--- src/ptcp_consts.vh ---
// constants for the pulse-train command profiler
// assumes a 100 MHz aclk and a 32-bit AXI4-Lite register bus
`ifndef PTCP_CONSTS_VH
`define PTCP_CONSTS_VH

// register byte offsets
`define PTCP_OFS_PERIOD 5'h00
`define PTCP_OFS_CONTROL 5'h04
`define PTCP_OFS_STATE 5'h08
`define PTCP_OFS_COUNT 5'h0C
`define PTCP_OFS_WIDTH 5'h10
`define PTCP_OFS_ACCEPTS 5'h14

// command word fields
`define PTCP_PER_HI 27
`define PTCP_NEW_BIT 28
`define PTCP_DIR_HI 27
`define PTCP_DIR_LO 24
`define PTCP_ACC_HI 23
`define PTCP_ACC_LO 22
`define PTCP_CNT_HI 19
`define PTCP_DIR_FWD 4'h1
`define PTCP_DIR_REV 4'hF
`define PTCP_DIR_DLY 4'h0
`define PTCP_ACC_DEC 2'h3
`define PTCP_ACC_ACC 2'h2
`define PTCP_ACC_CST 2'h0

// state codes seen by software
`define PTCP_CODE_RESET 32'h00000000
`define PTCP_CODE_IDLE 32'h40000000
`define PTCP_CODE_ACTIVE 32'h80000000

// profile arithmetic
`define PTCP_DEN_FIRST 24'h000005
`define PTCP_DEN_STEP 24'h000004
`define PTCP_DEN_MIN 24'h000001
`define PTCP_WIDTH_MIN 28'h0000040
`define PTCP_DIV_STEPS 6'h20

// bus answers
`define PTCP_RESP_OKAY 2'h0
`define PTCP_RESP_SLVERR 2'h2

`endif

--- src/ptcp_axil.v ---
// ptcp_axil: AXI4-Lite slave front end, one write and one read at a time
// assumes the parent decodes wr_addr/s_axi_araddr combinationally
`timescale 1ns/100ps
`include "ptcp_consts.vh"
module ptcp_axil (
	input wire aclk,
	input wire aresetn,
	input wire [4:0] s_axi_awaddr,
	input wire s_axi_awvalid,
	output wire s_axi_awready,
	input wire [31:0] s_axi_wdata,
	input wire [3:0] s_axi_wstrb,
	input wire s_axi_wvalid,
	output wire s_axi_wready,
	output reg [1:0] s_axi_bresp,
	output reg s_axi_bvalid,
	input wire s_axi_bready,
	input wire [4:0] s_axi_araddr,
	input wire s_axi_arvalid,
	output wire s_axi_arready,
	output reg [31:0] s_axi_rdata,
	output reg [1:0] s_axi_rresp,
	output reg s_axi_rvalid,
	input wire s_axi_rready,
	output wire wr_en,
	output reg [4:0] wr_addr,
	output reg [31:0] wr_data,
	output reg [3:0] wr_strb,
	input wire wr_err,
	input wire [31:0] rd_data,
	input wire rd_err
);
	reg aw_held_r;
	reg w_held_r;

	assign s_axi_awready = !aw_held_r && !s_axi_bvalid;
	assign s_axi_wready = !w_held_r && !s_axi_bvalid;
	assign wr_en = aw_held_r && w_held_r && !s_axi_bvalid;
	assign s_axi_arready = !s_axi_rvalid;

	// write side: address and data may arrive in either order
	always @(posedge aclk) begin
		if (!aresetn) begin
			aw_held_r <= 1'b0;
			w_held_r <= 1'b0;
			wr_addr <= 5'h00;
			wr_data <= 32'h00000000;
			wr_strb <= 4'h0;
			s_axi_bvalid <= 1'b0;
			s_axi_bresp <= `PTCP_RESP_OKAY;
		end else begin
			if (s_axi_awvalid && s_axi_awready) begin
				aw_held_r <= 1'b1;
				wr_addr <= s_axi_awaddr;
			end
			if (s_axi_wvalid && s_axi_wready) begin
				w_held_r <= 1'b1;
				wr_data <= s_axi_wdata;
				wr_strb <= s_axi_wstrb;
			end
			if (wr_en) begin
				aw_held_r <= 1'b0;
				w_held_r <= 1'b0;
				s_axi_bvalid <= 1'b1;
				s_axi_bresp <= wr_err ? `PTCP_RESP_SLVERR : `PTCP_RESP_OKAY;
			end else if (s_axi_bvalid && s_axi_bready) begin
				s_axi_bvalid <= 1'b0;
			end
		end
	end

	// read side: data captured on the address handshake
	always @(posedge aclk) begin
		if (!aresetn) begin
			s_axi_rvalid <= 1'b0;
			s_axi_rdata <= 32'h00000000;
			s_axi_rresp <= `PTCP_RESP_OKAY;
		end else if (s_axi_arvalid && s_axi_arready) begin
			s_axi_rvalid <= 1'b1;
			s_axi_rdata <= rd_data;
			s_axi_rresp <= rd_err ? `PTCP_RESP_SLVERR : `PTCP_RESP_OKAY;
		end else if (s_axi_rvalid && s_axi_rready) begin
			s_axi_rvalid <= 1'b0;
		end
	end
endmodule

--- src/ptcp_divider.v ---
// ptcp_divider: sequential restoring divider, one quotient bit per clock
// assumes start is only raised while the divider is not busy
`timescale 1ns/100ps
`include "ptcp_consts.vh"
module ptcp_divider (
	input wire aclk,
	input wire aresetn,
	input wire start,
	input wire [31:0] num,
	input wire [23:0] den,
	output reg done,
	output reg [31:0] quo
);
	reg busy_r;
	reg [5:0] cnt_r;
	reg [24:0] rem_r;
	reg [23:0] den_r;
	wire [24:0] trial = {rem_r[23:0], quo[31]};
	wire fits = trial >= {1'b0, den_r};

	// shift-subtract loop; 32 cycles trades speed for a tiny footprint
	always @(posedge aclk) begin
		if (!aresetn) begin
			busy_r <= 1'b0;
			done <= 1'b0;
			cnt_r <= 6'h00;
			rem_r <= 25'h0000000;
			den_r <= 24'h000000;
			quo <= 32'h00000000;
		end else begin
			done <= 1'b0;
			if (start && !busy_r) begin
				busy_r <= 1'b1;
				quo <= num;
				rem_r <= 25'h0000000;
				den_r <= den;
				cnt_r <= `PTCP_DIV_STEPS;
			end else if (busy_r) begin
				rem_r <= fits ? (trial - {1'b0, den_r}) : trial;
				quo <= {quo[30:0], fits};
				cnt_r <= cnt_r - 6'h01;
				if (cnt_r == 6'h01) begin
					busy_r <= 1'b0;
					done <= 1'b1;
				end
			end
		end
	end
endmodule

--- src/ptcp_profiler.v ---
// ptcp_profiler: command intake, step timing and speed-profile seeding
// assumes one 100 MHz clock; software writes commands over AXI4-Lite
//
// The register addresses and register access over AXI4-Lite were chosen for this implementation.
`timescale 1ns/100ps
`include "ptcp_consts.vh"
// Function
// - accel: width minus 2w over 4n+1
// - decel: divisor uses remaining steps, 4(m-n)-1
// - dividend 4w, quotient rounded by add-one-halve
// - accel divisor starts 5, then plus 4
// - decel divisor starts 4m-5, then minus 4
// - word one: reserved top nibble, period below
// - word two: new flag, direction, reserved bits
// - examine buffer only after steps exhausted
// - load width, keep private copy of control
// - no new command means enter idle
// - accepting command zeroes the control word
// - step count bits 19..0 load counter
// - decode decel, accel, constant; seed each
// - after seeding, first step starts at once
// - acceptance may raise a DMA request; here it only pulses command_accept for one cycle
// - start in reset, outputs low, await code
// - idle holds both outputs at last level
// - idle and active switch on their own
module ptcp_profiler (
	input wire aclk,
	input wire aresetn,
	input wire [4:0] s_axi_awaddr,
	input wire s_axi_awvalid,
	output wire s_axi_awready,
	input wire [31:0] s_axi_wdata,
	input wire [3:0] s_axi_wstrb,
	input wire s_axi_wvalid,
	output wire s_axi_wready,
	output wire [1:0] s_axi_bresp,
	output wire s_axi_bvalid,
	input wire s_axi_bready,
	input wire [4:0] s_axi_araddr,
	input wire s_axi_arvalid,
	output wire s_axi_arready,
	output wire [31:0] s_axi_rdata,
	output wire [1:0] s_axi_rresp,
	output wire s_axi_rvalid,
	input wire s_axi_rready,
	output reg step_output_a,
	output reg step_output_b,
	output reg command_accept
);
	localparam ST_RESET = 3'h0;
	localparam ST_IDLE = 3'h1;
	localparam ST_CHECK = 3'h2;
	localparam ST_SEED = 3'h3;
	localparam ST_STEP = 3'h4;
	localparam ST_CALC = 3'h5;

	wire wr_en;
	wire [4:0] wr_addr;
	wire [31:0] wr_data;
	wire [3:0] wr_strb;
	reg wr_err;
	reg [31:0] rd_data;
	reg rd_err;
	wire div_done;
	wire [31:0] div_quo;

	reg [2:0] state_r;
	reg [31:0] command_period_word_r;
	reg [31:0] command_control_word_r;
	reg [31:0] ctl_copy_r;
	reg [19:0] remaining_step_counter_r;
	reg [27:0] next_width_slot_r;
	reg [27:0] timer_r;
	reg [23:0] den_r;
	reg [31:0] accepts_r;
	reg div_start_r;

	wire [3:0] dir = ctl_copy_r[`PTCP_DIR_HI:`PTCP_DIR_LO];
	wire [1:0] acc = ctl_copy_r[`PTCP_ACC_HI:`PTCP_ACC_LO];
	wire moving = (dir == `PTCP_DIR_FWD) || (dir == `PTCP_DIR_REV);
	wire new_command_check = command_control_word_r[`PTCP_NEW_BIT];
	wire [27:0] half_width = {1'b0, next_width_slot_r[27:1]};
	wire [21:0] den_m4 = {remaining_step_counter_r, 2'b00};
	wire [27:0] load_width = command_period_word_r[`PTCP_PER_HI:0];

	// rounded width change: (4w / D + 1) / 2
	wire [32:0] quo_inc = {1'b0, div_quo} + 33'h000000001;
	wire [31:0] delta = quo_inc[32:1];
	wire [28:0] w_minus = {1'b0, next_width_slot_r} - {1'b0, delta[27:0]};
	wire [28:0] w_plus = {1'b0, next_width_slot_r} + {1'b0, delta[27:0]};
	wire big_delta = |delta[31:28];

	// byte-lane merge for software writes
	function [31:0] merge;
		input [31:0] old;
		input [31:0] nw;
		input [3:0] strb;
		integer k;
		begin
			merge = old;
			for (k = 0; k < 4; k = k + 1) begin
				if (strb[k]) begin
					merge[k*8 +: 8] = nw[k*8 +: 8];
				end
			end
		end
	endfunction

	wire [31:0] wr_merged_period = merge(command_period_word_r, wr_data, wr_strb);
	wire [31:0] wr_merged_ctl = merge(command_control_word_r, wr_data, wr_strb);
	wire wr_period = wr_en && (wr_addr == `PTCP_OFS_PERIOD);
	wire wr_ctl = wr_en && (wr_addr == `PTCP_OFS_CONTROL);
	wire wr_state = wr_en && (wr_addr == `PTCP_OFS_STATE);

	ptcp_axil u_axil (
		.aclk(aclk),
		.aresetn(aresetn),
		.s_axi_awaddr(s_axi_awaddr),
		.s_axi_awvalid(s_axi_awvalid),
		.s_axi_awready(s_axi_awready),
		.s_axi_wdata(s_axi_wdata),
		.s_axi_wstrb(s_axi_wstrb),
		.s_axi_wvalid(s_axi_wvalid),
		.s_axi_wready(s_axi_wready),
		.s_axi_bresp(s_axi_bresp),
		.s_axi_bvalid(s_axi_bvalid),
		.s_axi_bready(s_axi_bready),
		.s_axi_araddr(s_axi_araddr),
		.s_axi_arvalid(s_axi_arvalid),
		.s_axi_arready(s_axi_arready),
		.s_axi_rdata(s_axi_rdata),
		.s_axi_rresp(s_axi_rresp),
		.s_axi_rvalid(s_axi_rvalid),
		.s_axi_rready(s_axi_rready),
		.wr_en(wr_en),
		.wr_addr(wr_addr),
		.wr_data(wr_data),
		.wr_strb(wr_strb),
		.wr_err(wr_err),
		.rd_data(rd_data),
		.rd_err(rd_err)
	);

	ptcp_divider u_div (
		.aclk(aclk),
		.aresetn(aresetn),
		.start(div_start_r),
		.num({2'b00, next_width_slot_r, 2'b00}),
		.den(den_r),
		.done(div_done),
		.quo(div_quo)
	);

	// write decode: count, width and accepts are read-only
	always @* begin
		case (wr_addr)
			`PTCP_OFS_PERIOD: wr_err = 1'b0;
			`PTCP_OFS_CONTROL: wr_err = 1'b0;
			`PTCP_OFS_STATE: wr_err = 1'b0;
			default: wr_err = 1'b1;
		endcase
	end

	// read decode; state code mirrors reset, idle or active
	always @* begin
		rd_err = 1'b0;
		case (s_axi_araddr)
			`PTCP_OFS_PERIOD: rd_data = command_period_word_r;
			`PTCP_OFS_CONTROL: rd_data = command_control_word_r;
			`PTCP_OFS_STATE: begin
				if (state_r == ST_RESET) begin
					rd_data = `PTCP_CODE_RESET;
				end else if (state_r == ST_IDLE ||
					(state_r == ST_CHECK && !new_command_check)) begin
					rd_data = `PTCP_CODE_IDLE;
				end else begin
					rd_data = `PTCP_CODE_ACTIVE;
				end
			end
			`PTCP_OFS_COUNT: rd_data = {12'h000, remaining_step_counter_r};
			`PTCP_OFS_WIDTH: rd_data = {4'h0, next_width_slot_r};
			`PTCP_OFS_ACCEPTS: rd_data = accepts_r;
			default: begin
				rd_data = 32'h00000000;
				rd_err = 1'b1;
			end
		endcase
	end

	// command buffer; a host write in the clearing cycle survives
	always @(posedge aclk) begin
		if (!aresetn) begin
			command_period_word_r <= 32'h00000000;
			command_control_word_r <= 32'h00000000;
		end else begin
			if (wr_period) begin
				command_period_word_r <= wr_merged_period;
			end
			if (wr_ctl) begin
				command_control_word_r <= wr_merged_ctl;
			end else if (state_r == ST_CHECK && new_command_check) begin
				command_control_word_r <= 32'h00000000;
			end
		end
	end

	// sequencer: intake, seeding, step timing and width update
	always @(posedge aclk) begin
		if (!aresetn) begin
			state_r <= ST_RESET;
			ctl_copy_r <= 32'h00000000;
			remaining_step_counter_r <= 20'h00000;
			next_width_slot_r <= `PTCP_WIDTH_MIN;
			timer_r <= 28'h0000000;
			den_r <= `PTCP_DEN_MIN;
			accepts_r <= 32'h00000000;
			div_start_r <= 1'b0;
			command_accept <= 1'b0;
			step_output_a <= 1'b0;
			step_output_b <= 1'b0;
		end else begin
			div_start_r <= 1'b0;
			command_accept <= 1'b0;
			case (state_r)
				ST_RESET: begin
					step_output_a <= 1'b0;
					step_output_b <= 1'b0;
					if (wr_state && wr_data == `PTCP_CODE_IDLE) begin
						state_r <= ST_IDLE;
					end
				end
				ST_IDLE: begin
					// outputs keep their last level while idle
					state_r <= ST_CHECK;
				end
				ST_CHECK: begin
					if (new_command_check) begin
						// latch word one and a private copy of word two
						next_width_slot_r <= (load_width < `PTCP_WIDTH_MIN) ?
							`PTCP_WIDTH_MIN : load_width;
						ctl_copy_r <= command_control_word_r;
						remaining_step_counter_r <=
							command_control_word_r[`PTCP_CNT_HI:0];
						accepts_r <= accepts_r + 32'h00000001;
						command_accept <= 1'b1;
						state_r <= ST_SEED;
					end else begin
						state_r <= ST_IDLE;
					end
				end
				ST_SEED: begin
					// seed divisor per acceleration type
					if (acc == `PTCP_ACC_ACC) begin
						den_r <= `PTCP_DEN_FIRST;
					end else if (acc == `PTCP_ACC_DEC) begin
						den_r <= (den_m4 > {16'h0000, `PTCP_DEN_FIRST}) ?
							({2'b00, den_m4} - `PTCP_DEN_FIRST) : `PTCP_DEN_MIN;
					end else begin
						den_r <= `PTCP_DEN_MIN;
					end
					// direction pin; a pure delay leaves it alone
					if (dir == `PTCP_DIR_FWD) begin
						step_output_b <= 1'b1;
					end else if (dir == `PTCP_DIR_REV) begin
						step_output_b <= 1'b0;
					end
					timer_r <= next_width_slot_r;
					if (remaining_step_counter_r == 20'h00000) begin
						state_r <= ST_CHECK;
					end else begin
						state_r <= ST_STEP;
					end
				end
				ST_STEP: begin
					// step pulse high for the first half of the width
					step_output_a <= moving && (timer_r > half_width);
					timer_r <= timer_r - 28'h0000001;
					if (timer_r == 28'h0000001) begin
						remaining_step_counter_r <= remaining_step_counter_r - 20'h00001;
						div_start_r <= (acc == `PTCP_ACC_ACC) || (acc == `PTCP_ACC_DEC);
						state_r <= ST_CALC;
					end
				end
				ST_CALC: begin
					step_output_a <= 1'b0;
					if (acc == `PTCP_ACC_ACC && div_done) begin
						// shrink width, clamped at the minimum
						next_width_slot_r <= (big_delta || w_minus[28] ||
							w_minus[27:0] < `PTCP_WIDTH_MIN) ?
							`PTCP_WIDTH_MIN : w_minus[27:0];
						den_r <= den_r + `PTCP_DEN_STEP;
					end else if (acc == `PTCP_ACC_DEC && div_done) begin
						// widen toward the stop; saturate on overflow
						next_width_slot_r <= (big_delta || w_plus[28]) ?
							28'hFFFFFFF : w_plus[27:0];
						den_r <= (den_r > `PTCP_DEN_STEP + `PTCP_DEN_MIN) ?
							(den_r - `PTCP_DEN_STEP) : `PTCP_DEN_MIN;
					end
					if (div_done || !((acc == `PTCP_ACC_ACC) ||
						(acc == `PTCP_ACC_DEC))) begin
						if (remaining_step_counter_r == 20'h00000) begin
							state_r <= ST_CHECK;
						end else begin
							state_r <= ST_STEP;
						end
					end
				end
				default: state_r <= ST_RESET;
			endcase
			// timer reload for the next step uses the updated width
			if (state_r == ST_CALC) begin
				timer_r <= next_width_slot_r;
			end
			if (state_r == ST_CALC && div_done && acc == `PTCP_ACC_ACC) begin
				timer_r <= (big_delta || w_minus[28] ||
					w_minus[27:0] < `PTCP_WIDTH_MIN) ? `PTCP_WIDTH_MIN : w_minus[27:0];
			end
			if (state_r == ST_CALC && div_done && acc == `PTCP_ACC_DEC) begin
				timer_r <= (big_delta || w_plus[28]) ? 28'hFFFFFFF : w_plus[27:0];
			end
			// writing the reset code forces the block back, outputs low
			if (wr_state && wr_data == `PTCP_CODE_RESET) begin
				state_r <= ST_RESET;
			end
		end
	end
endmodule

--- config.mk ---
export PLATFORM = sky130hd
export DESIGN_NAME = ptcp_profiler
export DESIGN_NICKNAME = d
export VERILOG_FILES = /design/src/ptcp_axil.v /design/src/ptcp_divider.v /design/src/ptcp_profiler.v
export VERILOG_INCLUDE_DIRS = /design/src
export SDC_FILE = /design/constraint.sdc
export NUM_CORES = 1
export LEC_CHECK = 0
export ABC_AREA = 1
export BUFFER_PORTS_ARGS = -buffer_cell sky130_fd_sc_hd__buf_2
export CAP_MARGIN = 25
export CORE_MARGIN = 5
export CORE_UTILIZATION = 55
export DETAILED_ROUTE_END_ITERATION = 10
export MAX_ROUTING_LAYER = met4
export PLACE_DENSITY = 0.72
export SYNTH_ARGS = -nofsm -noshare
export SYNTH_HDL_FRONTEND = slang
export SYNTH_SLANG_ARGS = --single-unit
--- constraint.sdc ---
create_clock -name aclk -period 9.4 [get_ports aclk]
set_clock_uncertainty 0.05 [all_clocks]
set_input_delay 0 -clock aclk [delete_from_list [all_inputs] [get_ports aclk]]
set_output_delay 0 -clock aclk [all_outputs]
set_load 0.01 [all_outputs]
Yosys cells after proc, flatten, opt, wreduce, memory -nomap -nowiden

Cells that the tools add are included.

Register bits: 400
Input bits: 53
Output and inout bits: 44
Word-level logic and storage cells: 217

$add $sub $neg: 11
Magnitude comparators: 6
Equal/unequal tests: 29
Mux-type cells: 56
Bitwise logic cells: 2
Reductions and logical operators: 76

Operators with widths:

| cell                  | count |
|---|---|
| $mux 28               | 9 |
| $pmux 32 s6           | 1 |
| $mux 24               | 7 |
| $mux 32               | 4 |
| $pmux 28 s2           | 2 |
| $mux 30               | 2 |
| $lt 28x7->1 const B   | 2 |
| $pmux 24 s2           | 1 |
| $mux 20               | 2 |
| $pmux 20 s2           | 1 |
| $add 32x1->33 const B | 1 |
| $add 32x1->32 const B | 1 |
| $eq 32x31->1 const B  | 1 |
| $logic_not 32->1      | 1 |
| $mux 8                | 4 |
| $add 28x28->29        | 1 |
| $sub 28x28->29        | 1 |
| $eq 28x1->1 const B   | 1 |
| $gt 28x27->1          | 1 |
| $sub 28x1->28 const B | 1 |
| $ge 25x24->1          | 1 |
| $add 24x3->24 const B | 1 |
| $gt 24x3->1 const B   | 1 |
| $reduce_and 2->1      | 12 |
| 39 further kinds      | 121 |

Logic depth before layout (Yosys ltp)

Gate-level depths: netlist (run 1).

Word-level depth: 7
Mapped depth: 34
Mapped depth without buffers: 33

By module

A second synthesis (run 1) with hierarchy kept.

Cell total of the unflattened synthesis: 4354
Area total of the unflattened synthesis: 27097.2 µm²

Modules (own cells, without submodules):

| module        | times used | cells an instance | area each (µm²) | sequential area each (µm²) |
|---|---|---|---|---|
| ptcp_profiler | 1          | 3011              | 18276.3         | 4184.0 |
| ptcp_divider  | 1          | 901               | 5620.4          | 1761.7 |
| ptcp_axil     | 1          | 442               | 3200.6          | 1581.5 |

Least setup slack after synthesis (run 1)

Ideal clock, no wire load.

Kind: reg2reg
Start point: reg u_div.quo[2]
End point: reg next_width_slot_r[4]
Setup time: 0.114 ns
Arrival: 3.894 ns
Data required time: 9.236 ns
Setup slack: 5.342 ns
Stages on the path, launching flop included: 31
Path buffers: 2
Clock period less this slack: 4.058 ns
Path through: dfxtp_1 > and3_4 > nand3_4 > or2_4 > nor2_1 > nand2_1 > nor3_1 > inv_1 > nor2_1 > nand2_1 > inv_1 > nand2_1 > xor2_1 > inv_1 > ha_1 > clkbuf_1 > nor2_1 > inv_1 > nor4_2 > nand3_1 > nand3_1 > nand2_1 > nand2_1 > nand2_1 > nor2_1 > nand2_1 > buf_2 > nand4_1 > o21ai_0 > o21bai_1 > inv_1

Cells in the longest elaborated chain, start to end: 7
Elaborated cells between the ends (all ways): 13
Those cells by class: add/sub (3); order compare (1); mux (5); reduce/logical (4)

Ends and longest elaborated chain:

| item                                                  | RTL line                                 | RTL |
|---|---|---|
| start, declared                                       | ptcp_divider.v:12                        | `output reg [31:0] quo` |
| start signal, assigned                                | ptcp_divider.v:34                        | `quo <= num;` |
| start signal, assigned                                | ptcp_divider.v:40                        | `quo <= {quo[30:0], fits};` |
| $add 32x1->33 *                                       | ptcp_profiler.v:87                       | `wire [32:0] quo_inc = {1'b0, div_quo} + 33'h000000001;` |
| $sub 28x28->29, or another cell as far along          | ptcp_profiler.v:89                       | `wire [28:0] w_minus = {1'b0, next_width_slot_r} - {1'b0, delta[27:0]};` |
| $lt 28x7->1 (no line), or another cell as far along   | n/a                                      |  |
| $logic_or 1x1->1 (no line) or $mux 28 (tied branches) | n/a                                      |  |
| $mux 28 (on tied branches)                            | ptcp_profiler.v:288, ptcp_profiler.v:292 |  |
| $mux 28 *                                             | ptcp_profiler.v:286                      | `` if (acc == `PTCP_ACC_ACC && div_done) begin `` |
| $pmux 28 s2 *                                         | ptcp_profiler.v:224                      | `case (state_r)` |
| end signal, assigned                                  | ptcp_profiler.v:239                      | `` next_width_slot_r <= (load_width < `PTCP_WIDTH_MIN) ? `` |
| end signal, assigned                                  | ptcp_profiler.v:288                      | `next_width_slot_r <= (big_delta \|\| w_minus[28] \|\|` |
| end signal, assigned                                  | ptcp_profiler.v:294                      | `next_width_slot_r <= (big_delta \|\| w_plus[28]) ?` |
| end, declared                                         | ptcp_profiler.v:72                       | `reg [27:0] next_width_slot_r;` |

Every way passes the cells marked *; elsewhere a longest branch is shown, timed or not. The select of a mux whose other input is x is not followed.
A chain may end at the register's enable or synchronous reset.

Final worst setup path (run 1)

Start point: reg u_div.quo[1]
End point: reg next_width_slot_r[8]

Same word-level chain as after synthesis.

==> flow_summary.yaml, run 1 <==
setup_path:
  crit_path_max_fanout: 22
  crit_required_ns: 9.88
  path_buf_inv: 3
  critical_path_class: "flop to flop"
  startpoint_type: "flop"
  cpLargestDelayFamily: "simple AND/OR/NAND/NOR gates"
  arrival_ns: 5.98
  worstRegToRegCells: 26
  path_common_cell: "nand2_1"
  cp.depth: 26
  slowest_delay_ns: 0.55
  crit_path_top_delay_cell: "ha_1"
  worstSetupEndpointType: "flop"
place:
  hpwl_mm: 68.4
  io_buffers: 94
  gp_congestion: 1.04
clocking:
  htreeDepth: 2
  cts_buffer_depth: 3
  cts_root_buf: "clkbuf_16"
  clk_latency_ns: 0.59
  cts_sinks: 376
  clk_transition_reported_paths_ns: 0.06
  cts_buffers: 44
  ctsHoldBuffers: 75
  cts_tree: "built"
  cts_resized: 0
  cts_setup_buffers: 0
floorplanning:
  die_area_um2: 50500
  start_util_pct: 55.7
  die_w_um: 225
  core-area_um2: 45500
  num_rows: 78
  die_height_um: 225
  io_pins: 97
sta:
  clock.fmax_ghz: 0.182
  min_period_over_period_pct: 58.5
  rsz0062_at_grt: "false"
  finalSetupViolations: 0
  drv_slew: 0
  relSlewSlack_pct: 32.5
  min_period_ns: 5.50
  worst_hold_slack_ns: 0.0456
  fin_setup_tns_ns: 0
  worstMarginPinSlew_ns: 1.01
  hold_viol_final: 0
synth:
  synth_commonest_cells: "815 x nand2_1, 538 x inv_1, 408 x a21oi_1, 398 x nor2_1, 376 x dfxtp_1"
  yosysMostFrequentCell: "nand2_1"
  netlist_instances: 3958
  synth_area_leaders: "dfxtp_1 30%, nand2_1 12%, a21oi_1 8.1%"
  synth_top_area_share_pct: 29.7
  seq_area_frac_synth_pct: 29.7
  async_reset_ff_share_pct: 0
  synth_top_area_cell: "dfxtp_1"
  syn_area_um2: 25300
  syn_area_per_cell_um2: 6.40
  synth_cell_type_count: 69
  synth_edf_count: 0
  ys.flop_type: "dfxtp_1"
  yosysWarnings: 0
  synth-seq-cells: 376
routing:
  ant_nets: 0
  dr.pass1.iters: 6
  drtIter0Drc: 3002
  wl_per_cell_um: 19.7
  drc: 0
  routed_wl_mm: 91.8
  num_vias: 27300
  via_per_inst: 5.87
grt:
  grt_busiest_layer: "met2"
  grt-ovfl-total: 0
  grt_pass1_wl_mm: 142
  grt.met3_usage_pct: 4.67
  grt_pass1_vias: 25400
  grt_usage_pct: 35.8
  antenna_found_initial: 0
  use_met2_pct: 54.2
  grt_use_met1_pct: 48.2
  grt_max_degree: 128
status:
  status: "complete, no violations"
power_and_ir_drop:
  p_leak_nw: 12.6
  power.density_nw_per_um2: 127
  irDropWorstVdd_uv: 217
layout:
  num-fill-cells: 4405
  layout.nets: 4206
  layout-drive-gt1-share_pct: 6.04
  area_growth_pct: 11.9
  insertedDiodeCount: 0
hold_path:
  worstHoldPathCells: 8
  min_path_type: "primary input to flop"
flow_run:
  max-cap-violations: 0
tightest hold or removal path, delay by kind of cell:
kind / cells / cell delay [ns]
AOI/OAI and AO/OA: 2 / 0.17
buffers and inverters: 2 / 0.15
and+or+nand+nor: 4 / 0.33
cell families after synthesis:
kind of cell             count (synthesis)  share of synthesized area (%)
flip-flops                             376                           29.7
XOR/XNOR                               122                           4.22
buffers and inverters                  719                           10.9
AO/OA/AOI/OAI                         1026                           22.4
AND/OR/NAND/NOR                       1592                           26.6
adder cells (fa/ha/maj)                122                           6.11
other                                    1                         0.0148
per-stage QoR:
stage / setup WS, ns / cell area, µm² / std cells / util, % / power [mW]
after floorplan: 5.34 / 25300 / 3959 / - / 1.74
after global placement: 4.22 / 26100 / 4507 / 57.3 / 1.79
after detailed placement: 4.11 / 26100 / 4510 / 57.4 / 1.79
after CTS: 4.09 / 28400 / 4658 / 62.4 / 3.60
after global routing: 3.63 / 28400 / 4658 / 62.4 / 3.69
final: 3.90 / 28400 / 4658 / 62.4 / 3.60
cells in the final DEF, fill, tap and decap left out, types with 8 or more instances in the layout:
cell and instances:
nand3_1 163, nand2_1 815, nand3b_1 9, xor2_1 104
inv_1 538, o211ai_1 29, a211oi_1 18, inv_2 12
o21ai_1 22, a21oi_1 408, nor3_1 60, a221oi_1 16
dlygate4sd3_1 75, o221ai_1 14, nor2_2 8, or2_2 9
nor4_1 29, dfxtp_1 376, o22ai_1 48, ha_1 119
xnor2_1 18, buf_4 21, buf_2 93, o21bai_1 20
a31oi_1 32, clkbuf_16 45, nor2_1 393, o21ai_0 369
nand4_1 77
final cells by class:
| cell class | instances | area (µm²) | share of cell area (%) |
|---|---|---|---|
| inverters | 552 | 2070 | 7.31 |
| multi-input cells | 2864 | 15100 | 53.1 |
| well taps | 600 | 751 | 2.65 |
| repair buffers | 193 | 1440 | 5.09 |
| clock inverters | 15 | 256 | 0.904 |
| clock buffers | 58 | 1240 | 4.39 |
| flip-flops and latches | 376 | 7530 | 26.5 |
state kept, by name, summed over array words and instances, names as in the netlist, 20 cells and up:
signal,cells
command_control_word_r,32
next_width_slot_r,28
u_div.rem_r,24
u_div.quo,32
timer_r,28
command_period_word_r,32
u_axil.s_axi_rdata,32
remaining_step_counter_r,20
u_div.den_r,24
u_axil.wr_data,32
accepts_r,32
den_r,24
where the power goes:
| group | internal (mW) | switching (mW) | total, mW |
|---|---|---|---|
| registers | 1.61 | 0.0232 | 1.64 |
| clock network | 1.07 | 0.728 | 1.80 |
| logic | 0.0609 | 0.0990 | 0.160 |
| total | 2.75 | 0.850 | 3.60 |
metal layers:
| metal | share of wire, % | vias to the layer above |
|---|---|---|
| li1 | - | 13300 |
| met1 | 43 | 12500 |
| met2 | 43 | 1307 |
| met3 | 8.2 | 274 |
| met4 | 5.2 | 0 |
| met5 | 0 | - |
worst paths after layout:
check                                          from  slack, ns                                     end
min                                 s_axi_araddr[2]       0.05     u_axil.s_axi_rdata[31]$_SDFFE_PN0P_
min reg2reg  command_period_word_r[28]$_SDFFE_PN0P_       0.41  command_period_word_r[28]$_SDFFE_PN0P_
max reg2reg               u_div.quo[1]$_SDFFE_PP0P_       3.90       next_width_slot_r[8]$_SDFFE_PN0P_
max                       u_div.quo[1]$_SDFFE_PP0P_       3.90       next_width_slot_r[8]$_SDFFE_PN0P_
Note: power is estimated with default switching activity, not from simulation.
==> inputs of run 2 (changes only) <==
--- a/config.mk
+++ b/config.mk
@@ -6,14 +6,14 @@
 export SDC_FILE = /design/constraint.sdc
 export NUM_CORES = 1
 export LEC_CHECK = 0
-export ABC_AREA = 1
+export ABC_AREA = 0
 export BUFFER_PORTS_ARGS = -buffer_cell sky130_fd_sc_hd__buf_2
 export CAP_MARGIN = 25
 export CORE_MARGIN = 5
 export CORE_UTILIZATION = 55
 export DETAILED_ROUTE_END_ITERATION = 10
 export MAX_ROUTING_LAYER = met4
-export PLACE_DENSITY = 0.72
+export PLACE_DENSITY = 0.75
 export SYNTH_ARGS = -nofsm -noshare
 export SYNTH_HDL_FRONTEND = slang
 export SYNTH_SLANG_ARGS = --single-unit
==> constraint.sdc (replaced) <==
create_clock -name aclk -period 4.8 [get_ports aclk]
set_clock_uncertainty 0.05 [all_clocks]
set_input_delay 0 -clock aclk [delete_from_list [all_inputs] [get_ports aclk]]
set_output_delay 0 -clock aclk [all_outputs]
set_load 0.01 [all_outputs]
==> run 2 against run 1 <==
Synthesized cell count is 19% lower. Via count decreased by 7.9%. Register-to-register slack worse by 3.9 ns. Global-route usage is 2.9 points lower. Worst setup slack lost 3.9 ns. Non-clock buffer count grew 147. Area after synthesis is 2.3% lower. Sequential cell count stayed put. Core utilization is 4.0 points higher. Clock power rose by 110%. Sequential share of layout area decreased by 0.96 points.
==> flow_summary.yaml, run 2 <==
sta:
  min_period_ns: 4.78
  min_period_over_period_pct: 99.6
  worstMarginPinSlew_ns: 1.04
  clock.fmax_ghz: 0.209
  finalSetupViolations: 0
  worst_hold_slack_ns: 0.117
  rsz0062_at_grt: "true"
  drv_slew: 0
  relSlewSlack_pct: 30.5
  hold_viol_final: 0
grt:
  grt_max_degree: 184
  grt_pass1_vias: 23500
  antenna_found_initial: 0
  grt_pass1_wl_mm: 131
  grt_usage_pct: 32.9
  grt-ovfl-total: 0
synth:
  synth_fa_ha_area_share_pct: 6.25
  synth_commonest_cells: "436 x nand2_1, 376 x dfxtp_1, 224 x nor2_1, 219 x a21oi_1, 199 x o21ai_0"
  synth_cell_type_count: 96
  synthSimpleGateAreaFrac_pct: 22.8
  synth_edf_count: 0
  synthXorXnorAreaFrac_pct: 5.73
  ys.flop_type: "dfxtp_1"
  synth_compound_area_share_pct: 25.6
  synth_top_area_cell: "dfxtp_1"
  netlist_instances: 3213
  synth-seq-cells: 376
  async_reset_ff_share_pct: 0
  syn_area_um2: 24800
  yosys-mux-area-fraction_pct: 3.85
  synth_area_leaders: "dfxtp_1 30%, nand2_1 6.6%, ha_1 6.0%"
  synth_top_family_by_area: "compound AO/OA/AOI/OAI gates"
  syn_area_per_cell_um2: 7.71
  seq_area_frac_synth_pct: 30.4
  yosysWarnings: 0
  yosysMostFrequentCell: "nand2_1"
  synth_top_area_share_pct: 30.4
setup_path:
  cp-endpoint: "timer_r[11]$_SDFFE_PN0P_"
  arrival_ns: 5.18
  setup.worst_path.start: "u_div.quo[2]$_SDFFE_PN0P_"
  crit_required_ns: 5.20
  r2r_start: "u_div.quo[2]$_SDFFE_PN0P_"
  path_common_cell: "and3_4"
  startpoint_type: "flop"
  path_cells: "and3_4 -> and3_4 -> and3_4 -> and3_1 -> xor2_2 -> ha_2 -> or2_1 -> a2111oi_2 -> buf_4 -> a211oi_1 -> xnor2_1 -> nand2_1 -> nand4b_1 -> or4_4 -> o31ai_4 -> buf_6 -> buf_12 -> nor2_1 -> o221a_1"
  crit_path_top_delay_cell: "or4_4"
  worstSetupEndpointType: "flop"
  r2r_end: "timer_r[11]$_SDFFE_PN0P_"
  crit_path_max_fanout: 8
  reg2reg_slack_ns: 0.02
  critical_path_class: "flop to flop"
  slowest_delay_ns: 0.53
  worstRegToRegCells: 19
layout:
  final_common_cell: "nand2_1"
  final-instance-count-excl-fill: 4007
  layout-drive-gt1-share_pct: 15.3
  finalInstanceArea_um2: 29500
  layout_common_cells: "432 x nand2_1, 371 x dfxtp_1, 216 x nor2_1"
  insertedDiodeCount: 0
  layout.nets: 3558
  area_growth_pct: 19.0
  utilization_pct: 66.4
place:
  gp_congestion: 0.977
  place_area_um2: 26500
  hpwl_mm: 60.4
  placed_cells: 3841
  io_buffers: 94
hold_path:
  min_path_type: "primary input to flop"
routing:
  num_vias: 25200
  wl_met3_mm: 6.63
  top_layer: "met4"
  via_per_inst: 6.28
  wl_per_cell_um: 21.0
  drtIter0Drc: 2922
  met1Wirelength_mm: 36.2
  wl_met2_mm: 37.9
  drc: 0
  routed_wl_mm: 84.2
  dr.pass1.iters: 6
  ant_nets: 0
clocking:
  clk_transition_reported_paths_ns: 0.06
  cts_sinks: 376
  cts_buffer_depth: 3
  cts_root_buf: "clkbuf_16"
  cts_tree: "built"
  cts_buffers: 42
  clk_latency_ns: 0.61
  htreeDepth: 2
floorplanning:
  die_height_um: 222
  io_pins: 97
  start_util_pct: 55.8
  num_rows: 77
  die_area_um2: 49400
  core-area_um2: 44400
  die_w_um: 222
power_and_ir_drop:
  power.density_nw_per_um2: 245
  power_mw: 7.22
  irDropWorstVdd_uv: 317
  p_leak_nw: 11.6
status:
  status: "complete, no violations"
flow_run:
  max-cap-violations: 0
## run 2: repair_timing
item / 4_1_cts / 5_1_grt
cloned: 2 / 0
endpoints found under the setup margin: 31 / 54
pin swaps: 12 / 35
setup buffers: 8 / 14
hold endpoints to repair: 83 / 0
gates resized for setup: 32 / 77
hold buffers: 67 / 0
## run 2: how the worst min path moves through the flow
stage / from / end / slack [ns] / cells past startpoint
2_1_floorplan: s_axi_arvalid / u_axil.s_axi_rvalid$_SDFFE_PN0P_ / 0.09 / 1
3_3_place_gp: s_axi_arvalid / u_axil.s_axi_rvalid$_SDFFE_PN0P_ / 0.19 / 2
3_5_place_dp: s_axi_arvalid / u_axil.s_axi_rvalid$_SDFFE_PN0P_ / 0.20 / 2
4_1_cts: s_axi_araddr[0] / u_axil.s_axi_rdata[28]$_SDFFE_PN0P_ / 0.08 / 7
5_1_grt: s_axi_wdata[26] / u_axil.wr_data[26]$_SDFFE_PN0P_ / 0.16 / 4
6_report: s_axi_araddr[0] / u_axil.s_axi_rdata[28]$_SDFFE_PN0P_ / 0.12 / 7
## run 2: layout make-up
cell class / instances / area [µm²]
multi-input cells: 2494 / 16400
fillers: 3657 / 14900
flip-flops and latches: 376 / 7540
repair buffers: 340 / 2660
clock buffers: 56 / 1220
well taps: 592 / 741
inverters: 129 / 484
clock inverters: 20 / 403
## run 2: metal layers
| metal | global-route usage (%) | vias to the layer above |
|---|---|---|
| li1 | - | 11700 |
| met1 | 44.7 | 12000 |
| met2 | 51.1 | 1219 |
| met3 | 3.37 | 215 |
| met4 | 12.3 | 0 |
| met5 | - | - |
## run 2: cells by family (layout without fill, tap and decap cells)
kind of cell / count (synthesis) / after routing
and+or+nand+nor: 1172 / 1172
buffers and inverters: 344 / 545
other: 1 / 2
AOI/OAI and AO/OA: 946 / 946
adders and majority gates: 122 / 122
xor gates and xnor gates: 162 / 162
DFF: 376 / 376
muxes: 90 / 90
## run 2: per-stage QoR
step | TNS (ns) | setup WS, ns
after global placement | 0 | 0.00493
after CTS | 0 | 0.0161
after floorplan | 0 | 0.00702
final | 0 | 0.0209
after detailed placement | -1.29 | -0.102
after global routing | -2.02 | -0.150
## run 2: critical path: cells and delay by family, from the launching register on
family / cells / cell delay [ns]
AO/OA/AOI/OAI: 4 / 1.03
XOR/XNOR: 2 / 0.45
adder cells (fa/ha/maj): 1 / 0.36
buffers and inverters: 3 / 0.49
flip-flops: 1 / 0.34
AND/OR/NAND/NOR: 9 / 1.90
## run 2: report_power, final
| group | internal [mW] | switching [mW] | leakage (nW) |
|---|---|---|---|
| registers | 3.15 | 0.0397 | 3.04 |
| logic | 0.132 | 0.160 | 7.78 |
| clock network | 2.30 | 1.44 | 0.788 |
| total | 5.58 | 1.64 | 11.6 |
